===== src/hdl/dpm_pkg.sv =====
`default_nettype none
package dpm_pkg;
	// ----------------------------------------------------------------
	// widths and fixed addresses of the far device
	// ----------------------------------------------------------------
	localparam int AW = 15;
	localparam int DW = 16;
	localparam logic [AW-1:0] MBOX_LEFT_ADDR  = 15'h7FFE;
	localparam logic [AW-1:0] MBOX_RIGHT_ADDR = 15'h7FFF;
	localparam logic [AW-1:0] SEM_ADDR_MASK   = 15'h0007;

	// ----------------------------------------------------------------
	// pin timing, printed figure and derived cycle counts at 125 MHz
	// ----------------------------------------------------------------
	localparam int CLK_PERIOD_NS   = 8;
	localparam int T_SETTLE_NS     = 15;
	localparam int T_STROBE_NS     = 15;
	localparam int SETTLE_CYC_I    = (T_SETTLE_NS + CLK_PERIOD_NS - 1) / CLK_PERIOD_NS;
	localparam int STROBE_CYC_I    = (T_STROBE_NS + CLK_PERIOD_NS - 1) / CLK_PERIOD_NS;
	localparam logic [2:0] SETTLE_CYC = 3'(SETTLE_CYC_I);
	localparam logic [2:0] STROBE_CYC = 3'(STROBE_CYC_I);
	localparam logic [2:0] CNT_ONE    = 3'h1;

	// ----------------------------------------------------------------
	// register map of the controller, word index on the port
	// ----------------------------------------------------------------
	localparam logic [2:0] REG_CTRL   = 3'h0;
	localparam logic [2:0] REG_CMD    = 3'h1;
	localparam logic [2:0] REG_ADDR   = 3'h2;
	localparam logic [2:0] REG_WDATA  = 3'h3;
	localparam logic [2:0] REG_RDATA  = 3'h4;
	localparam logic [2:0] REG_STATUS = 3'h5;

	localparam int CTRL_MBOX_EN  = 0;
	localparam int ST_ACTIVE     = 0;
	localparam int ST_DONE       = 1;
	localparam int ST_BLOCKED    = 2;
	localparam int ST_MBOX       = 3;
	localparam logic [DW-1:0] ZERO_W = 16'h0000;

	// ----------------------------------------------------------------
	// commands and pin cycle kinds
	// ----------------------------------------------------------------
	localparam logic [2:0] CMD_MEM_RD = 3'h0;
	localparam logic [2:0] CMD_MEM_WR = 3'h1;
	localparam logic [2:0] CMD_SEM_RD = 3'h2;
	localparam logic [2:0] CMD_SEM_WR = 3'h3;
	localparam logic [2:0] CMD_NOTIFY = 3'h4;
	localparam logic [2:0] CMD_ACK    = 3'h5;

	typedef enum logic [1:0] {K_MEM_RD, K_MEM_WR, K_SEM_RD, K_SEM_WR} dpm_kind_e;
	typedef enum {S_IDLE, S_SETUP, S_STROBE, S_RECOVER} dpm_state_e;
endpackage
`default_nettype wire


===== src/hdl/dpm_cyc_if.sv =====
`default_nettype none
interface dpm_cyc_if;
	logic                  req;
	dpm_pkg::dpm_kind_e    kind;
	logic [dpm_pkg::AW-1:0] addr;
	logic [dpm_pkg::DW-1:0] wdata;
	logic                  done;
	logic                  blocked;
	logic [dpm_pkg::DW-1:0] rdata;

	modport ctl (output req, kind, addr, wdata, input done, blocked, rdata);
	modport seq (input req, kind, addr, wdata, output done, blocked, rdata);
endinterface
`default_nettype wire


===== src/hdl/dpm_host.sv =====
// Behaviour
// - without interrupts, flags are ignored and mailboxes are plain memory.
// - depth-stacked busy signals are ANDed together.
// - one master per width-expanded array; slaves use its busy.
// - hold address and enable until busy settles, then pulse write.
//
// Our own choices: the placing of the registers and the address-and-strobe port.
`default_nettype none
module dpm_host
#(
	parameter bit PORT_IS_LEFT = 1'b1
)
(
	// clock and reset
	input  wire logic                   clock_i,
	input  wire logic                   rst_i,
	// software register port
	input  wire logic [2:0]             reg_addr_i,
	input  wire logic [dpm_pkg::DW-1:0] reg_wdata_i,
	input  wire logic                   reg_wr_i,
	input  wire logic                   reg_rd_i,
	output logic      [dpm_pkg::DW-1:0] reg_rdata_o,
	// device port pins
	output logic      [dpm_pkg::AW-1:0] addr_o,
	output logic                        ce_n_o,
	output logic                        token_space_select_n_o,
	output logic                        rw_n_o,
	output logic                        oe_n_o,
	output logic                        data_oe_o,
	output logic      [dpm_pkg::DW-1:0] data_o,
	input  wire logic [dpm_pkg::DW-1:0] data_i,
	input  wire logic                   busy_n_i,
	input  wire logic                   mailbox_flag_n_i
);
	localparam logic [dpm_pkg::AW-1:0] OWN_MBOX  =
		PORT_IS_LEFT ? dpm_pkg::MBOX_LEFT_ADDR : dpm_pkg::MBOX_RIGHT_ADDR;
	localparam logic [dpm_pkg::AW-1:0] PEER_MBOX =
		PORT_IS_LEFT ? dpm_pkg::MBOX_RIGHT_ADDR : dpm_pkg::MBOX_LEFT_ADDR;

	dpm_cyc_if cyc ();

	logic                   mbox_en_r, mbox_en_nxt;
	logic [dpm_pkg::AW-1:0] addr_r, addr_nxt;
	logic [dpm_pkg::DW-1:0] wdata_r, wdata_nxt, rdata_r, rdata_nxt, rd_nxt;
	logic                   active_r, active_nxt, done_r, done_nxt, blk_r, blk_nxt;
	logic                   req_r, req_nxt;
	dpm_pkg::dpm_kind_e     kind_r, kind_nxt;
	logic [dpm_pkg::AW-1:0] caddr_r, caddr_nxt;
	logic [dpm_pkg::DW-1:0] cwdata_r, cwdata_nxt;
	logic                   cmd_take;

	assign cyc.req   = req_r;
	assign cyc.kind  = kind_r;
	assign cyc.addr  = caddr_r;
	assign cyc.wdata = cwdata_r;

	// ----------------------------------------------------------------
	// command decode
	// ----------------------------------------------------------------
	function automatic dpm_pkg::dpm_kind_e cmd_kind(input logic [2:0] c);
		if (c == dpm_pkg::CMD_MEM_WR || c == dpm_pkg::CMD_NOTIFY)
			return dpm_pkg::K_MEM_WR;
		else if (c == dpm_pkg::CMD_SEM_RD)
			return dpm_pkg::K_SEM_RD;
		else if (c == dpm_pkg::CMD_SEM_WR)
			return dpm_pkg::K_SEM_WR;
		else
			return dpm_pkg::K_MEM_RD;
	endfunction

	function automatic logic [dpm_pkg::AW-1:0] cmd_addr(input logic [2:0] c,
		input logic [dpm_pkg::AW-1:0] a);
		if (c == dpm_pkg::CMD_NOTIFY)
			return PEER_MBOX;
		else if (c == dpm_pkg::CMD_ACK)
			return OWN_MBOX;
		else if (c == dpm_pkg::CMD_SEM_RD || c == dpm_pkg::CMD_SEM_WR)
			return a & dpm_pkg::SEM_ADDR_MASK;
		else
			return a;
	endfunction

	// a new command while one runs is dropped; software polls the active bit
	assign cmd_take = reg_wr_i && reg_addr_i == dpm_pkg::REG_CMD && !active_r;

	// ----------------------------------------------------------------
	// register file and command launch
	// ----------------------------------------------------------------
	always_comb
	begin
		mbox_en_nxt = mbox_en_r;
		addr_nxt    = addr_r;
		wdata_nxt   = wdata_r;
		rdata_nxt   = rdata_r;
		active_nxt  = active_r;
		done_nxt    = done_r;
		blk_nxt     = blk_r;
		req_nxt     = 1'b0;
		kind_nxt    = kind_r;
		caddr_nxt   = caddr_r;
		cwdata_nxt  = cwdata_r;
		rd_nxt      = dpm_pkg::ZERO_W;
		if (reg_wr_i)
		begin
			if (reg_addr_i == dpm_pkg::REG_CTRL)
				mbox_en_nxt = reg_wdata_i[dpm_pkg::CTRL_MBOX_EN];
			else if (reg_addr_i == dpm_pkg::REG_ADDR)
				addr_nxt = reg_wdata_i[dpm_pkg::AW-1:0];
			else if (reg_addr_i == dpm_pkg::REG_WDATA)
				wdata_nxt = reg_wdata_i;
			else if (reg_addr_i == dpm_pkg::REG_STATUS)
			begin
				done_nxt = done_r && !reg_wdata_i[dpm_pkg::ST_DONE];
				blk_nxt  = blk_r && !reg_wdata_i[dpm_pkg::ST_BLOCKED];
			end
		end
		if (cmd_take)
		begin
			req_nxt    = 1'b1;
			active_nxt = 1'b1;
			kind_nxt   = cmd_kind(reg_wdata_i[2:0]);
			caddr_nxt  = cmd_addr(reg_wdata_i[2:0], addr_r);
			cwdata_nxt = wdata_r;
		end
		// completion sets after the clear so a same-cycle event is kept
		if (cyc.done)
		begin
			active_nxt = 1'b0;
			done_nxt   = 1'b1;
			rdata_nxt  = cyc.rdata;
		end
		if (cyc.blocked)
			blk_nxt = 1'b1;
		if (reg_rd_i)
		begin
			if (reg_addr_i == dpm_pkg::REG_CTRL)
				rd_nxt[dpm_pkg::CTRL_MBOX_EN] = mbox_en_r;
			else if (reg_addr_i == dpm_pkg::REG_ADDR)
				rd_nxt[dpm_pkg::AW-1:0] = addr_r;
			else if (reg_addr_i == dpm_pkg::REG_WDATA)
				rd_nxt = wdata_r;
			else if (reg_addr_i == dpm_pkg::REG_RDATA)
				rd_nxt = rdata_r;
			else if (reg_addr_i == dpm_pkg::REG_STATUS)
			begin
				rd_nxt[dpm_pkg::ST_ACTIVE]  = active_r;
				rd_nxt[dpm_pkg::ST_DONE]    = done_r;
				rd_nxt[dpm_pkg::ST_BLOCKED] = blk_r;
				rd_nxt[dpm_pkg::ST_MBOX]    = mbox_en_r && !mailbox_flag_n_i;
			end
		end
	end

	always_ff @(posedge clock_i)
	begin
		if (rst_i)
		begin
			mbox_en_r   <= 1'b0;
			addr_r      <= 15'h0000;
			wdata_r     <= 16'h0000;
			rdata_r     <= 16'h0000;
			active_r    <= 1'b0;
			done_r      <= 1'b0;
			blk_r       <= 1'b0;
			req_r       <= 1'b0;
			kind_r      <= dpm_pkg::K_MEM_RD;
			caddr_r     <= 15'h0000;
			cwdata_r    <= 16'h0000;
			reg_rdata_o <= 16'h0000;
		end
		else
		begin
			mbox_en_r   <= mbox_en_nxt;
			addr_r      <= addr_nxt;
			wdata_r     <= wdata_nxt;
			rdata_r     <= rdata_nxt;
			active_r    <= active_nxt;
			done_r      <= done_nxt;
			blk_r       <= blk_nxt;
			req_r       <= req_nxt;
			kind_r      <= kind_nxt;
			caddr_r     <= caddr_nxt;
			cwdata_r    <= cwdata_nxt;
			reg_rdata_o <= rd_nxt;
		end
	end

	// ----------------------------------------------------------------
	// pin sequencer
	// ----------------------------------------------------------------
	dpm_pin_seq u_seq
	(
		.clock_i                (clock_i),
		.rst_i                  (rst_i),
		.cyc                    (cyc.seq),
		.addr_o                 (addr_o),
		.ce_n_o                 (ce_n_o),
		.token_space_select_n_o (token_space_select_n_o),
		.rw_n_o                 (rw_n_o),
		.oe_n_o                 (oe_n_o),
		.data_oe_o              (data_oe_o),
		.data_o                 (data_o),
		.data_i                 (data_i),
		.busy_n_i               (busy_n_i)
	);

	// ----------------------------------------------------------------
	// checks
	// ----------------------------------------------------------------
	a_notify_peer_addr: assert property (@(posedge clock_i) disable iff (rst_i)
		cmd_take && reg_wdata_i[2:0] == dpm_pkg::CMD_NOTIFY |=> caddr_r == PEER_MBOX
			&& kind_r == dpm_pkg::K_MEM_WR)
		else $error("notify not aimed at peer mailbox");
	a_ack_own_read: assert property (@(posedge clock_i) disable iff (rst_i)
		cmd_take && reg_wdata_i[2:0] == dpm_pkg::CMD_ACK |=> caddr_r == OWN_MBOX
			&& kind_r == dpm_pkg::K_MEM_RD)
		else $error("acknowledge not a read of own mailbox");
	a_mbox_masked: assert property (@(posedge clock_i) disable iff (rst_i)
		reg_rd_i && reg_addr_i == dpm_pkg::REG_STATUS && !mbox_en_r
			|=> !reg_rdata_o[dpm_pkg::ST_MBOX])
		else $error("mailbox flag shown while disabled");
	a_cmd_completes: assert property (@(posedge clock_i) disable iff (rst_i)
		cmd_take |-> ##[4:12] done_r)
		else $error("command did not complete in time");
endmodule
`default_nettype wire


===== src/hdl/dpm_pin_seq.sv =====
`default_nettype none
module dpm_pin_seq
(
	// clock and reset
	input  wire logic              clock_i,
	input  wire logic              rst_i,
	// request side
	dpm_cyc_if.seq                 cyc,
	// device port pins
	output logic [dpm_pkg::AW-1:0] addr_o,
	output logic                   ce_n_o,
	output logic                   token_space_select_n_o,
	output logic                   rw_n_o,
	output logic                   oe_n_o,
	output logic                   data_oe_o,
	output logic [dpm_pkg::DW-1:0] data_o,
	input  wire logic [dpm_pkg::DW-1:0] data_i,
	input  wire logic              busy_n_i
);
	dpm_pkg::dpm_state_e    st_r, st_nxt;
	dpm_pkg::dpm_kind_e     kind_r, kind_nxt;
	logic [2:0]             cnt_r, cnt_nxt;
	logic [dpm_pkg::AW-1:0] addr_nxt;
	logic [dpm_pkg::DW-1:0] data_nxt, rdata_r, rdata_nxt;
	logic ce_n_nxt, sem_n_nxt, rw_n_nxt, oe_n_nxt, doe_nxt;
	logic done_r, done_nxt, blk_r, blk_nxt;

	assign cyc.done    = done_r;
	assign cyc.blocked = blk_r;
	assign cyc.rdata   = rdata_r;

	// ----------------------------------------------------------------
	// pin cycle sequencer
	// ----------------------------------------------------------------
	always_comb
	begin
		st_nxt    = st_r;
		kind_nxt  = kind_r;
		cnt_nxt   = cnt_r;
		addr_nxt  = addr_o;
		data_nxt  = data_o;
		rdata_nxt = rdata_r;
		ce_n_nxt  = ce_n_o;
		sem_n_nxt = token_space_select_n_o;
		rw_n_nxt  = rw_n_o;
		oe_n_nxt  = oe_n_o;
		doe_nxt   = data_oe_o;
		done_nxt  = 1'b0;
		blk_nxt   = 1'b0;
		case (st_r)
			dpm_pkg::S_IDLE:
			begin
				if (cyc.req)
				begin
					kind_nxt  = cyc.kind;
					addr_nxt  = cyc.addr;
					data_nxt  = cyc.wdata;
					ce_n_nxt  = !(cyc.kind == dpm_pkg::K_MEM_RD || cyc.kind == dpm_pkg::K_MEM_WR);
					sem_n_nxt = !ce_n_nxt;
					cnt_nxt   = dpm_pkg::SETTLE_CYC;
					st_nxt    = dpm_pkg::S_SETUP;
				end
			end
			dpm_pkg::S_SETUP:
			begin
				// address and enable stand until the arbiter's busy has settled
				if (cnt_r != dpm_pkg::CNT_ONE)
					cnt_nxt = cnt_r - dpm_pkg::CNT_ONE;
				// busy_n_i is the one master's busy, already ANDed across stacked banks
				else if (kind_r == dpm_pkg::K_MEM_WR && !busy_n_i)
				begin
					// no write pulse at all: the device would gate it anyway
					blk_nxt  = 1'b1;
					ce_n_nxt = 1'b1;
					st_nxt   = dpm_pkg::S_RECOVER;
				end
				else
				begin
					rw_n_nxt = !(kind_r == dpm_pkg::K_MEM_WR || kind_r == dpm_pkg::K_SEM_WR);
					oe_n_nxt = !rw_n_nxt;
					doe_nxt  = !rw_n_nxt;
					cnt_nxt  = dpm_pkg::STROBE_CYC;
					st_nxt   = dpm_pkg::S_STROBE;
				end
			end
			dpm_pkg::S_STROBE:
			begin
				if (cnt_r != dpm_pkg::CNT_ONE)
					cnt_nxt = cnt_r - dpm_pkg::CNT_ONE;
				else
				begin
					if (!oe_n_o)
						rdata_nxt = data_i;
					// both selects return high so a later token read relatches
					ce_n_nxt  = 1'b1;
					sem_n_nxt = 1'b1;
					rw_n_nxt  = 1'b1;
					oe_n_nxt  = 1'b1;
					st_nxt    = dpm_pkg::S_RECOVER;
				end
			end
			default:
			begin
				doe_nxt  = 1'b0;
				done_nxt = 1'b1;
				st_nxt   = dpm_pkg::S_IDLE;
			end
		endcase
	end

	always_ff @(posedge clock_i)
	begin
		if (rst_i)
		begin
			st_r                   <= dpm_pkg::S_IDLE;
			kind_r                 <= dpm_pkg::K_MEM_RD;
			cnt_r                  <= 3'h0;
			addr_o                 <= 15'h0000;
			data_o                 <= 16'h0000;
			rdata_r                <= 16'h0000;
			ce_n_o                 <= 1'b1;
			token_space_select_n_o <= 1'b1;
			rw_n_o                 <= 1'b1;
			oe_n_o                 <= 1'b1;
			data_oe_o              <= 1'b0;
			done_r                 <= 1'b0;
			blk_r                  <= 1'b0;
		end
		else
		begin
			st_r                   <= st_nxt;
			kind_r                 <= kind_nxt;
			cnt_r                  <= cnt_nxt;
			addr_o                 <= addr_nxt;
			data_o                 <= data_nxt;
			rdata_r                <= rdata_nxt;
			ce_n_o                 <= ce_n_nxt;
			token_space_select_n_o <= sem_n_nxt;
			rw_n_o                 <= rw_n_nxt;
			oe_n_o                 <= oe_n_nxt;
			data_oe_o              <= doe_nxt;
			done_r                 <= done_nxt;
			blk_r                  <= blk_nxt;
		end
	end

	// ----------------------------------------------------------------
	// checks
	// ----------------------------------------------------------------
	a_idle_standby: assert property (@(posedge clock_i) disable iff (rst_i)
		st_r == dpm_pkg::S_IDLE |-> ce_n_o && token_space_select_n_o)
		else $error("port not in standby while idle");
	a_write_after_settle: assert property (@(posedge clock_i) disable iff (rst_i)
		$fell(rw_n_o) && !ce_n_o |-> !$past(ce_n_o) && !$past(ce_n_o, 2))
		else $error("write pulse began before busy settled");
	a_busy_no_write: assert property (@(posedge clock_i) disable iff (rst_i)
		$fell(rw_n_o) && !ce_n_o |-> $past(busy_n_i))
		else $error("write pulse issued against busy");
	a_token_never_blocked: assert property (@(posedge clock_i) disable iff (rst_i)
		!token_space_select_n_o |=> !blk_r)
		else $error("token access reported blocked");
	a_token_read_release: assert property (@(posedge clock_i) disable iff (rst_i)
		!token_space_select_n_o && !oe_n_o |-> ##[1:4] token_space_select_n_o && oe_n_o)
		else $error("token read select not released");
	a_mem_token_apart: assert property (@(posedge clock_i) disable iff (rst_i)
		!(!ce_n_o && !token_space_select_n_o))
		else $error("memory and token space selected together");
endmodule
`default_nettype wire


===== config.mk =====
export PLATFORM = sky130hd
export DESIGN_NAME = dpm_host
export DESIGN_NICKNAME = d
export VERILOG_FILES = /design/src/hdl/dpm_pkg.sv /design/src/hdl/dpm_cyc_if.sv /design/src/hdl/dpm_host.sv /design/src/hdl/dpm_pin_seq.sv
export SDC_FILE = /design/constraint.sdc
export NUM_CORES = 1
export LEC_CHECK = 0
export ABC_CLOCK_PERIOD_IN_PS = 2100
export BUFFER_PORTS_ARGS = -buffer_cell sky130_fd_sc_hd__buf_2
export CAP_MARGIN = 20
export CORE_MARGIN = 1.5
export CORE_UTILIZATION = 56
export DETAILED_ROUTE_END_ITERATION = 10
export GPL_TIMING_DRIVEN = 0
export PLACE_DENSITY = 0.78
export SYNTH_ARGS = -nofsm -noshare
export SYNTH_HDL_FRONTEND = slang
export SYNTH_SLANG_ARGS = --single-unit

===== constraint.sdc =====
create_clock -name clock_i -period 2.1 [get_ports clock_i]
set_input_delay 0.42 -clock clock_i [delete_from_list [all_inputs] [get_ports clock_i]]
set_output_delay 0.42 -clock clock_i [all_outputs]
set_load 0.1 [all_outputs]

After elaboration in Yosys (flattened, before gate mapping) --
Cells that the tools add are included.
Storage, ports and cells: output and inout bits 52, word-level logic and storage cells 162, register bits after elaboration 192
Operators by class: reductions and logical operators 47, bitwise logic cells 7, $add $sub $neg 1, eq/ne operators 29, mux-type cells 51
Operators with widths (count):
- 2-to-1 mux 32 bit | 3
- case mux 32 bit (3 select lines) | 1
- 2-to-1 mux 15 bit | 4
- == test 32 x 1 -> 1 bit, second input constant | 1
- == test 32 x 2 -> 1 bit, second input constant | 1
- logical NOT 32 bit | 1
- 2-to-1 mux 1 bit | 26
- 2-to-1 mux 16 bit | 1
- != test 2 x 1 -> 1 bit, second input constant | 8
- AND reduction 3 bit | 5
- AND reduction 5 bit | 3
- == test 3 x 2 -> 1 bit, second input constant | 4
- == test 3 bit, second input constant | 4
- 2-to-1 mux 12 bit | 1
- 2-to-1 mux 3 bit | 4
- AND reduction 4 bit | 3
- nonzero test 2 bit | 6
- case mux 3 bit (3 select lines) | 1
- OR reduction 3 bit | 3
- 2-to-1 mux 4 bit | 2
- != test 2 bit, second input constant | 4
- case mux 1 bit (2 select lines) | 4
- logical NOT 1 bit | 7
- NOT 1 bit | 7
- other kinds (16) | 31

Logic depth before layout (Yosys ltp) --
Gate-level depths: netlist (run 1).
depth in word-level cells 8, mapped depth 9, depth with buffers taken out 6

Modules after synthesis --
From an unflattened synthesis (run 1), not the netlist that was laid out.
Second synthesis, totals: cell total of the unflattened synthesis 778, area, all modules 6506.2 um^2
By module, submodules not included:
- dpm_host | instances 1, cells an instance 481, area an instance 4062.6 um^2, sequential area each 2021.9 um^2
- dpm_pin_seq | instances 1, cells an instance 297, area an instance 2443.6 um^2, sequential area each 1221.2 um^2

Worst setup path before layout (run 1) --
OpenSTA, ideal clock, no wires.
kind flip-flop to flip-flop, start point register u_seq.oe_n_o, end point register u_seq.rdata_r (netlist bit u_seq.cyc.rdata[10]), cell stages (with the launch flop) 6, library setup time 0.070 ns, slack 0.375 ns, buffers on the path 2, data required time 2.030 ns, arrival time 1.654 ns, cell sequence dfxtp_1 nand2b_1 clkbuf_2 buf_2 nand2_1 a21oi_1
Between the ends: word-level cells in the longest chain between the ends 2
Ends and longest elaborated chain:
- start, declared | RTL line dpm_pin_seq.sv:14 | output logic oe_n_o,
- start signal, assigned | RTL line dpm_pin_seq.sv:140 | oe_n_o <= oe_n_nxt;
- NOT 1 bit (no line)
- AND reduction 3 bit (no line)
- end signal, assigned | RTL line dpm_pin_seq.sv:136 | rdata_r <= rdata_nxt;
- end, declared | RTL line dpm_pin_seq.sv:24 | logic [dpm_pkg::DW-1:0] data_nxt, rdata_r, rdata_nxt;
No other way between the ends. A chain may end at the register's enable or synchronous reset.

Final worst setup path (run 1) --
start point register u_seq.st_r[0], end point register u_seq.cnt_r[1]
Between the ends: word-level cells in the longest chain between the ends 3, elaborated cells between the ends (all ways) 9, those cells by class eq/ne (5); mux (1); reduce/logical (3)
Ends and longest elaborated chain:
- start, declared | RTL line dpm_pin_seq.sv:20 | dpm_pkg::dpm_state_e st_r, st_nxt;
- start signal, assigned | RTL line dpm_pin_seq.sv:115 | st_r <= dpm_pkg::S_IDLE;
- start signal, assigned | RTL line dpm_pin_seq.sv:131 | st_r <= st_nxt;
- == test 32 x 1 -> 1 bit, or another cell as far along | RTL line dpm_pin_seq.sv:50 | case (st_r)
- != test 3 x 2 -> 1 bit (no line), or another cell as far along
- AND reduction 4 bit (no line)
- end signal, assigned | RTL line dpm_pin_seq.sv:133 | cnt_r <= cnt_nxt;
- end, declared | RTL line dpm_pin_seq.sv:22 | logic [2:0] cnt_r, cnt_nxt;
Parallel ways exist; a longest one is shown, timed or not.

==> impl_metrics.ini, run 1 <==
[outcome]
outcome = finished, final reports clean

[synth]
synth_area_mm2 = 0.00636
synthesis.nets = 830
ys_warn_count = 0
yosysTopAreaCell = dfxtp_1
yosysSeqAreaShare_pct = 51.0
synth_ff_type = dfxtp_1
synth_cell_types = 41
avgSynthCellArea_um2 = 8.13
synth-edff-count = 0
ys_ff_latch = 162
synthTopCellsByArea = dfxtp_1, nand2_1, a21oi_1
synthCells = 783
synth_top_area_share_pct = 51.0
async_flop_share_pct = 0

[die]
die_w_um = 110
coreArea_mm2 = 0.0110
initial_core_util_pct = 58.0
die_area_mm2 = 0.0120
row_count = 38
pin_count = 93
die-height_um = 110

[detailed_routing]
drt-pass1-iter-count = 5
routed_wl_um = 16100
post_drt_wl_per_cell_um = 15.3
vias = 5621
drc = 0
drtIter0Drc = 360
viasPerCell = 5.37
drtAntennaViolNets = 0

[worst_setup_path]
timing.rr.start = u_seq.st_r[0]
cp.buffers_inverters = 2
reg2reg_slack_ps = 200
cpPeakStageDelay_ps = 420
r2r_end = u_seq.cnt_r[1]
cp.required_ps = 2450
r2r_cells = 7
cp_max_fo = 9
crit_chain = inv_1 -> ha_1 -> buf_2 -> and3b_1 -> a2111oi_2 -> o21ai_0 -> a21oi_1
critPathArrivalTime_ps = 2250
cp-start-kind = flop
path_class = flop to flop
startpoint = u_seq.st_r[0]
critPathTopFamily = compound AO/OA/AOI/OAI gates
crit_path_top_delay_cell = a2111oi_2
crit_path_end_kind = flop

[global_route]
antenna_found_initial = 0
grt.total_usage_pct = 28.5
grt-ovfl-total = 0
grt_max_degree = 17
grt_pass1_wl_um = 25800
grt_pass1_vias = 5242

[worst_hold_path]
hold_path_depth = 3
hold_class = input pin to flop
holdPathEnd = u_seq.cyc.rdata[7]
hold_start = data_i[7]

[timing]
period_share_pct = 90.5
final_max_slew_viol_count = 0
rsz0062_at_grt = no
hold_violations = 0
fmax_mhz = 526
fin_crit_ps = 1900
setup_tns_ps = 0
finalWorstSetupSlack_ps = 199
clock_skew_ps = 6.51
slew-limit-headroom_pct = 55.4
finalSetupViolCount = 0
tightest_slew_ps = 669

[placed_design]
post-place-ws_ps = 133
dp_hpwl_um = 12200
port_buffers = 91
gp_congestion = 0.947

[cts]
clock_latency_ps = 420
htreeDepth = 4
cts_root_buffer = clkbuf_16
cts_hold_buf = 0
cts_buffer_depth = 2
cts_tree = yes
cts_sinks = 162
cts_buffers = 17
clk_pin_slew_ps = 60

[run]
cap_viol_max_count = 0

[layout]
ff_latch_area_mm2 = 0.00324
layout-area-overhead-vs-synth_pct = 18.1
antenna-diode-count = 0
nNetsFinal = 940
drive_gt1_share_pct = 18.3
nFillCells = 949
multi_input_area_mm2 = 0.00281

[pwr]
power_per_cell_area_mw_per_mm2 = 879
p_leak_nw = 2.79
ir_worst_vdd_mv = 0.791
-- cells by family after synthesis --
group                    count (synthesis)  share of synthesized area [%]
AO/OA/AOI/OAI                          175                           15.5
AND/OR/NAND/NOR                        351                           23.6
adder cells (fa/ha/maj)                  6                           1.18
multiplexers                            24                           3.87
buffers and inverters                   65                           4.95
flip-flops                             162                           51.0
-- worst reg2reg max path, cell delays in order, from the launching register on --
cell	delay [ps]
dfxtp_1	390
inv_1	90
ha_1	190
buf_2	170
and3b_1	210
a2111oi_2	420
o21ai_0	190
a21oi_1	170
-- layer usage --
| metal | part of all wire, % | wire (µm) | up-vias | global-route usage, % |
|---|---|---|---|---|
| li1 | - | - | 2821 | - |
| met1 | 44 | 7050 | 2579 | 36.0 |
| met2 | 48 | 7700 | 195 | 47.0 |
| met3 | 6.0 | 960 | 26 | 6.88 |
| met4 | 2.2 | 349 | 0 | 10.9 |
| met5 | 0 | 0 | - | 0 |
-- Yosys cell counts (8+ instances only) --
library cell	n
a22oi_1	15
nor3_1	11
mux2i_1	19
buf_4	9
a211oi_1	14
nand2_1	211
inv_1	8
buf_2	15
clkbuf_1	28
nor2_1	75
dfxtp_1	162
a21oi_1	132
-- layout make-up --
cell class	instances	share of cell area, %
Clock buffer	25	6.19
Multi-Input combinational cell	556	37.3
Tap cell	140	2.33
Sequential cell	162	43.2
Timing Repair Buffer	91	6.06
Clock inverter	7	0.699
Buffer	57	3.81
Inverter	8	0.400
-- state kept, by name, indices dropped and copies added, names as in the netlist, 2 cells and up --
| name | count |
|---|---|
| u_seq.st_r | 2 |
| u_seq.cyc.rdata | 16 |
| u_seq.kind_r | 2 |
| caddr_r | 15 |
| addr_r | 15 |
| cwdata_r | 16 |
| u_seq.addr_o | 15 |
| u_seq.data_o | 16 |
| cyc.kind | 2 |
| u_seq.cnt_r | 3 |
| rdata_r | 16 |
| reg_rdata_o | 16 |
| wdata_r | 16 |
-- cell usage in the layout, fill, tap and decap left out, drive strengths merged, types with 3 or more instances in the layout --
cell and count:
o21ai 5, nor3b 3, buf 117, nor2 75
nand3 6, nand2b 7, nand2 211, mux2 5
a22oi 15, a211oi 15, or2 12, nor2b 8
clkinvlp 4, dfxtp 162, mux2i 19, clkbuf 56
ha 6, o21bai 3, inv 10, nor3 12
and3b 4, a21oi 132
-- metrics by stage --
stage | hold slack (ps) | power, mW | cell area [µm²] | util (%) | cells
2_1_floorplan | 413 | 3.73 | 6360 | - | 783
3_3_place_gp | 428 | 3.90 | 7000 | 63.7 | 1014
3_5_place_dp | 445 | 3.92 | 7000 | 63.7 | 1014
4_1_cts | 220 | 6.62 | 7510 | 68.4 | 1046
5_1_grt | 230 | 6.83 | 7510 | 68.4 | 1046
6_report | 231 | 6.60 | 7510 | 68.4 | 1046
-- report_power, final --
| group | switching [mW] | internal, mW | leakage (nW) |
|---|---|---|---|
| Clock | 1.20 | 1.55 | 0.239 |
| Sequential | 0.0485 | 3.13 | 1.31 |
| Combinational | 0.450 | 0.228 | 1.24 |
-- how the worst max path moves through the flow --
| stage | cells after the start | to | slack [ps] |
|---|---|---|---|
| CTS | 7 | u_seq.addr_o[2] | 120 |
| detailed placement | 7 | u_seq.addr_o[2] | 130 |
| finish | 7 | u_seq.cnt_r[1] | 200 |
| global placement | 7 | u_seq.addr_o[14] | 210 |
| global route | 7 | u_seq.data_o[4] | 40 |
| floorplan | 5 | u_seq.cyc.rdata[10] | 380 |
-- what timing repair did --
item	CTS	global route
gates resized for setup	0	2
buffers inserted	0	0
endpoints found under the setup margin	0	7
Note: power is estimated with default switching activity, not from simulation.
==> run 2, diff against run 1 <==
Settings changed: CELL_PAD_IN_SITES_DETAIL_PLACEMENT from default to 1, CELL_PAD_IN_SITES_GLOBAL_PLACEMENT from default to 1, CORE_UTILIZATION 56 to 42, PLACE_DENSITY 0.78 to default, PLACE_DENSITY_LB_ADDON from default to 0.1.
==> run 2 against run 1 <==
Effect of this change:
- clock skew up 8.8 ps
- die area up 32%
- sequential share of layout area down 0.63 points
- global-route usage decreased by 3.3 points
- cell count increased by 4.2%
- maximum frequency grew 0.55%
- worst hold slack got worse by 11 ps
- largest cell class unchanged
- highest routed layer is now met5
==> impl_metrics.ini, run 2 (synthesis gave the netlist of run 1 again) <==
[pwr]
total_power_mw = 6.90
p_leak_nw = 2.82
power_per_cell_area_mw_per_mm2 = 904
ir_worst_vdd_mv = 0.573

[cts]
clk_pin_slew_ps = 60
cts_hold_buf = 0
cts_sinks = 162
clock_latency_ps = 440
cts_buffers = 17
htreeDepth = 4
cts_buffer_depth = 2
cts_tree = yes
cts_root_buffer = clkbuf_16

[timing]
tightest_slew_ps = 701
fmax_mhz = 529
fin_crit_ps = 1890
period_share_pct = 90.1
finalSetupViolCount = 0
final_max_slew_viol_count = 0
setup_tns_ps = 0
hold_violations = 0
slew-limit-headroom_pct = 53.3
rsz0062_at_grt = no
clock_skew_ps = 15.3

[layout]
nNetsFinal = 940
final_common_cell = nand2_1
nFillCells = 1834
antenna-diode-count = 0
postLayoutCellArea_mm2 = 0.00763
ff_latch_area_mm2 = 0.00324
mostFrequentLayoutCells = nand2_1, dfxtp_1, a21oi_1
multi_input_area_mm2 = 0.00281
layout-area-overhead-vs-synth_pct = 19.8
drive_gt1_share_pct = 19.0

[detailed_routing]
post_drt_wl_per_cell_um = 17.5
drc = 0
drtAntennaViolNets = 0
drtIter0Drc = 276
viasPerCell = 5.20
routed_wl_um = 19100
vias = 5665
drt-pass1-iter-count = 8

[global_route]
antenna_found_initial = 1
grt_max_degree = 17
grt-ovfl-total = 0
grt.total_usage_pct = 25.2
grt_pass1_wl_um = 31100
grt_pass1_vias = 5861

[worst_setup_path]
cp-start-kind = flop
cp_max_fo = 10
path_class = flop to flop
critPathArrivalTime_ps = 2240
crit_path_end_kind = flop
cp.required_ps = 2450

[die]
coreArea_mm2 = 0.0146
row_count = 44
die-height_um = 126
initial_core_util_pct = 43.5
pin_count = 93
die_w_um = 126
die_area_mm2 = 0.0159

[placed_design]
dp_hpwl_um = 14400
dpl_cell_area_mm2 = 0.00705
port_buffers = 91
gp_congestion = 0.902

[run]
cap_viol_max_count = 0

[worst_hold_path]
hold_class = input pin to flop

[outcome]
outcome = finished, final reports clean
run 2: cell types whose count changed in the layout (fill, tap and decap cells not counted):
cell	before	now
clkbuf_1	34	28
clkinv_4	0	2
inv_6	2	1
bufinv_16	0	1
clkinvlp_4	4	5
clkbuf_8	1	3
clkinv_2	1	2
run 2: area by class of cell:
type                    count  area share (%)
flip-flops and latches    162            42.5
multi-input cells         556            36.8
clock buffers              21            6.17
repair buffers             91            5.97
plain buffers              57            3.76
well taps                 184            3.02
clock inverters            11            1.36
inverters                   8           0.394
run 2: path summary, 6_finish.rpt:
path	startpoint	end	slack, ps	cells after the start
worst min-delay path	data_i[8]	u_seq.cyc.rdata[8]	220	3
worst max-delay path	u_seq.st_r[0]	u_seq.addr_o[11]	210	7
worst max register to register	u_seq.st_r[0]	u_seq.addr_o[11]	210	7
worst min register to register	u_seq.addr_o[2]	u_seq.addr_o[2]	450	2
run 2: what timing repair did:
item / in CTS / in global routing
setup buffers: 0 / 0
resized for setup: 0 / 2
setup endpoints to repair: 0 / 10
run 2: per-layer routing:
metal  vias to the layer above  global-route usage, %  wire (µm)
li1                       2822                      -          -
met1                      2716                   32.3       8790
met2                       105                   42.8       9230
met3                        20                   4.76        786
met4                         2                   8.38        265
met5                         -                      0          7
run 2: per-stage QoR:
step / util (%) / hold slack [ps] / setup slack, ps / std cells
2_1_floorplan: - / 413 / 375 / 783
5_1_grt: 52.1 / 218 / 16.0 / 1090
6_report: 52.1 / 220 / 209 / 1090
3_3_place_gp: 48.1 / 428 / 179 / 1058
3_5_place_dp: 48.1 / 437 / 66.8 / 1058
4_1_cts: 52.1 / 214 / 33.7 / 1090
run 2: where the power goes:
group | internal (mW) | leakage [nW] | switching [mW]
clock network | 1.73 | 0.268 | 1.29
logic | 0.230 | 1.24 | 0.472
registers | 3.13 | 1.31 | 0.0489
run 2: worst max-delay path, cell delays in order, from the launching register on:
cell      delay (ps)
dfxtp_1          340
inv_1             90
ha_1             250
and2_1           150
clkbuf_1         340
clkbuf_1         370
nand2_1          120
a21oi_1          140
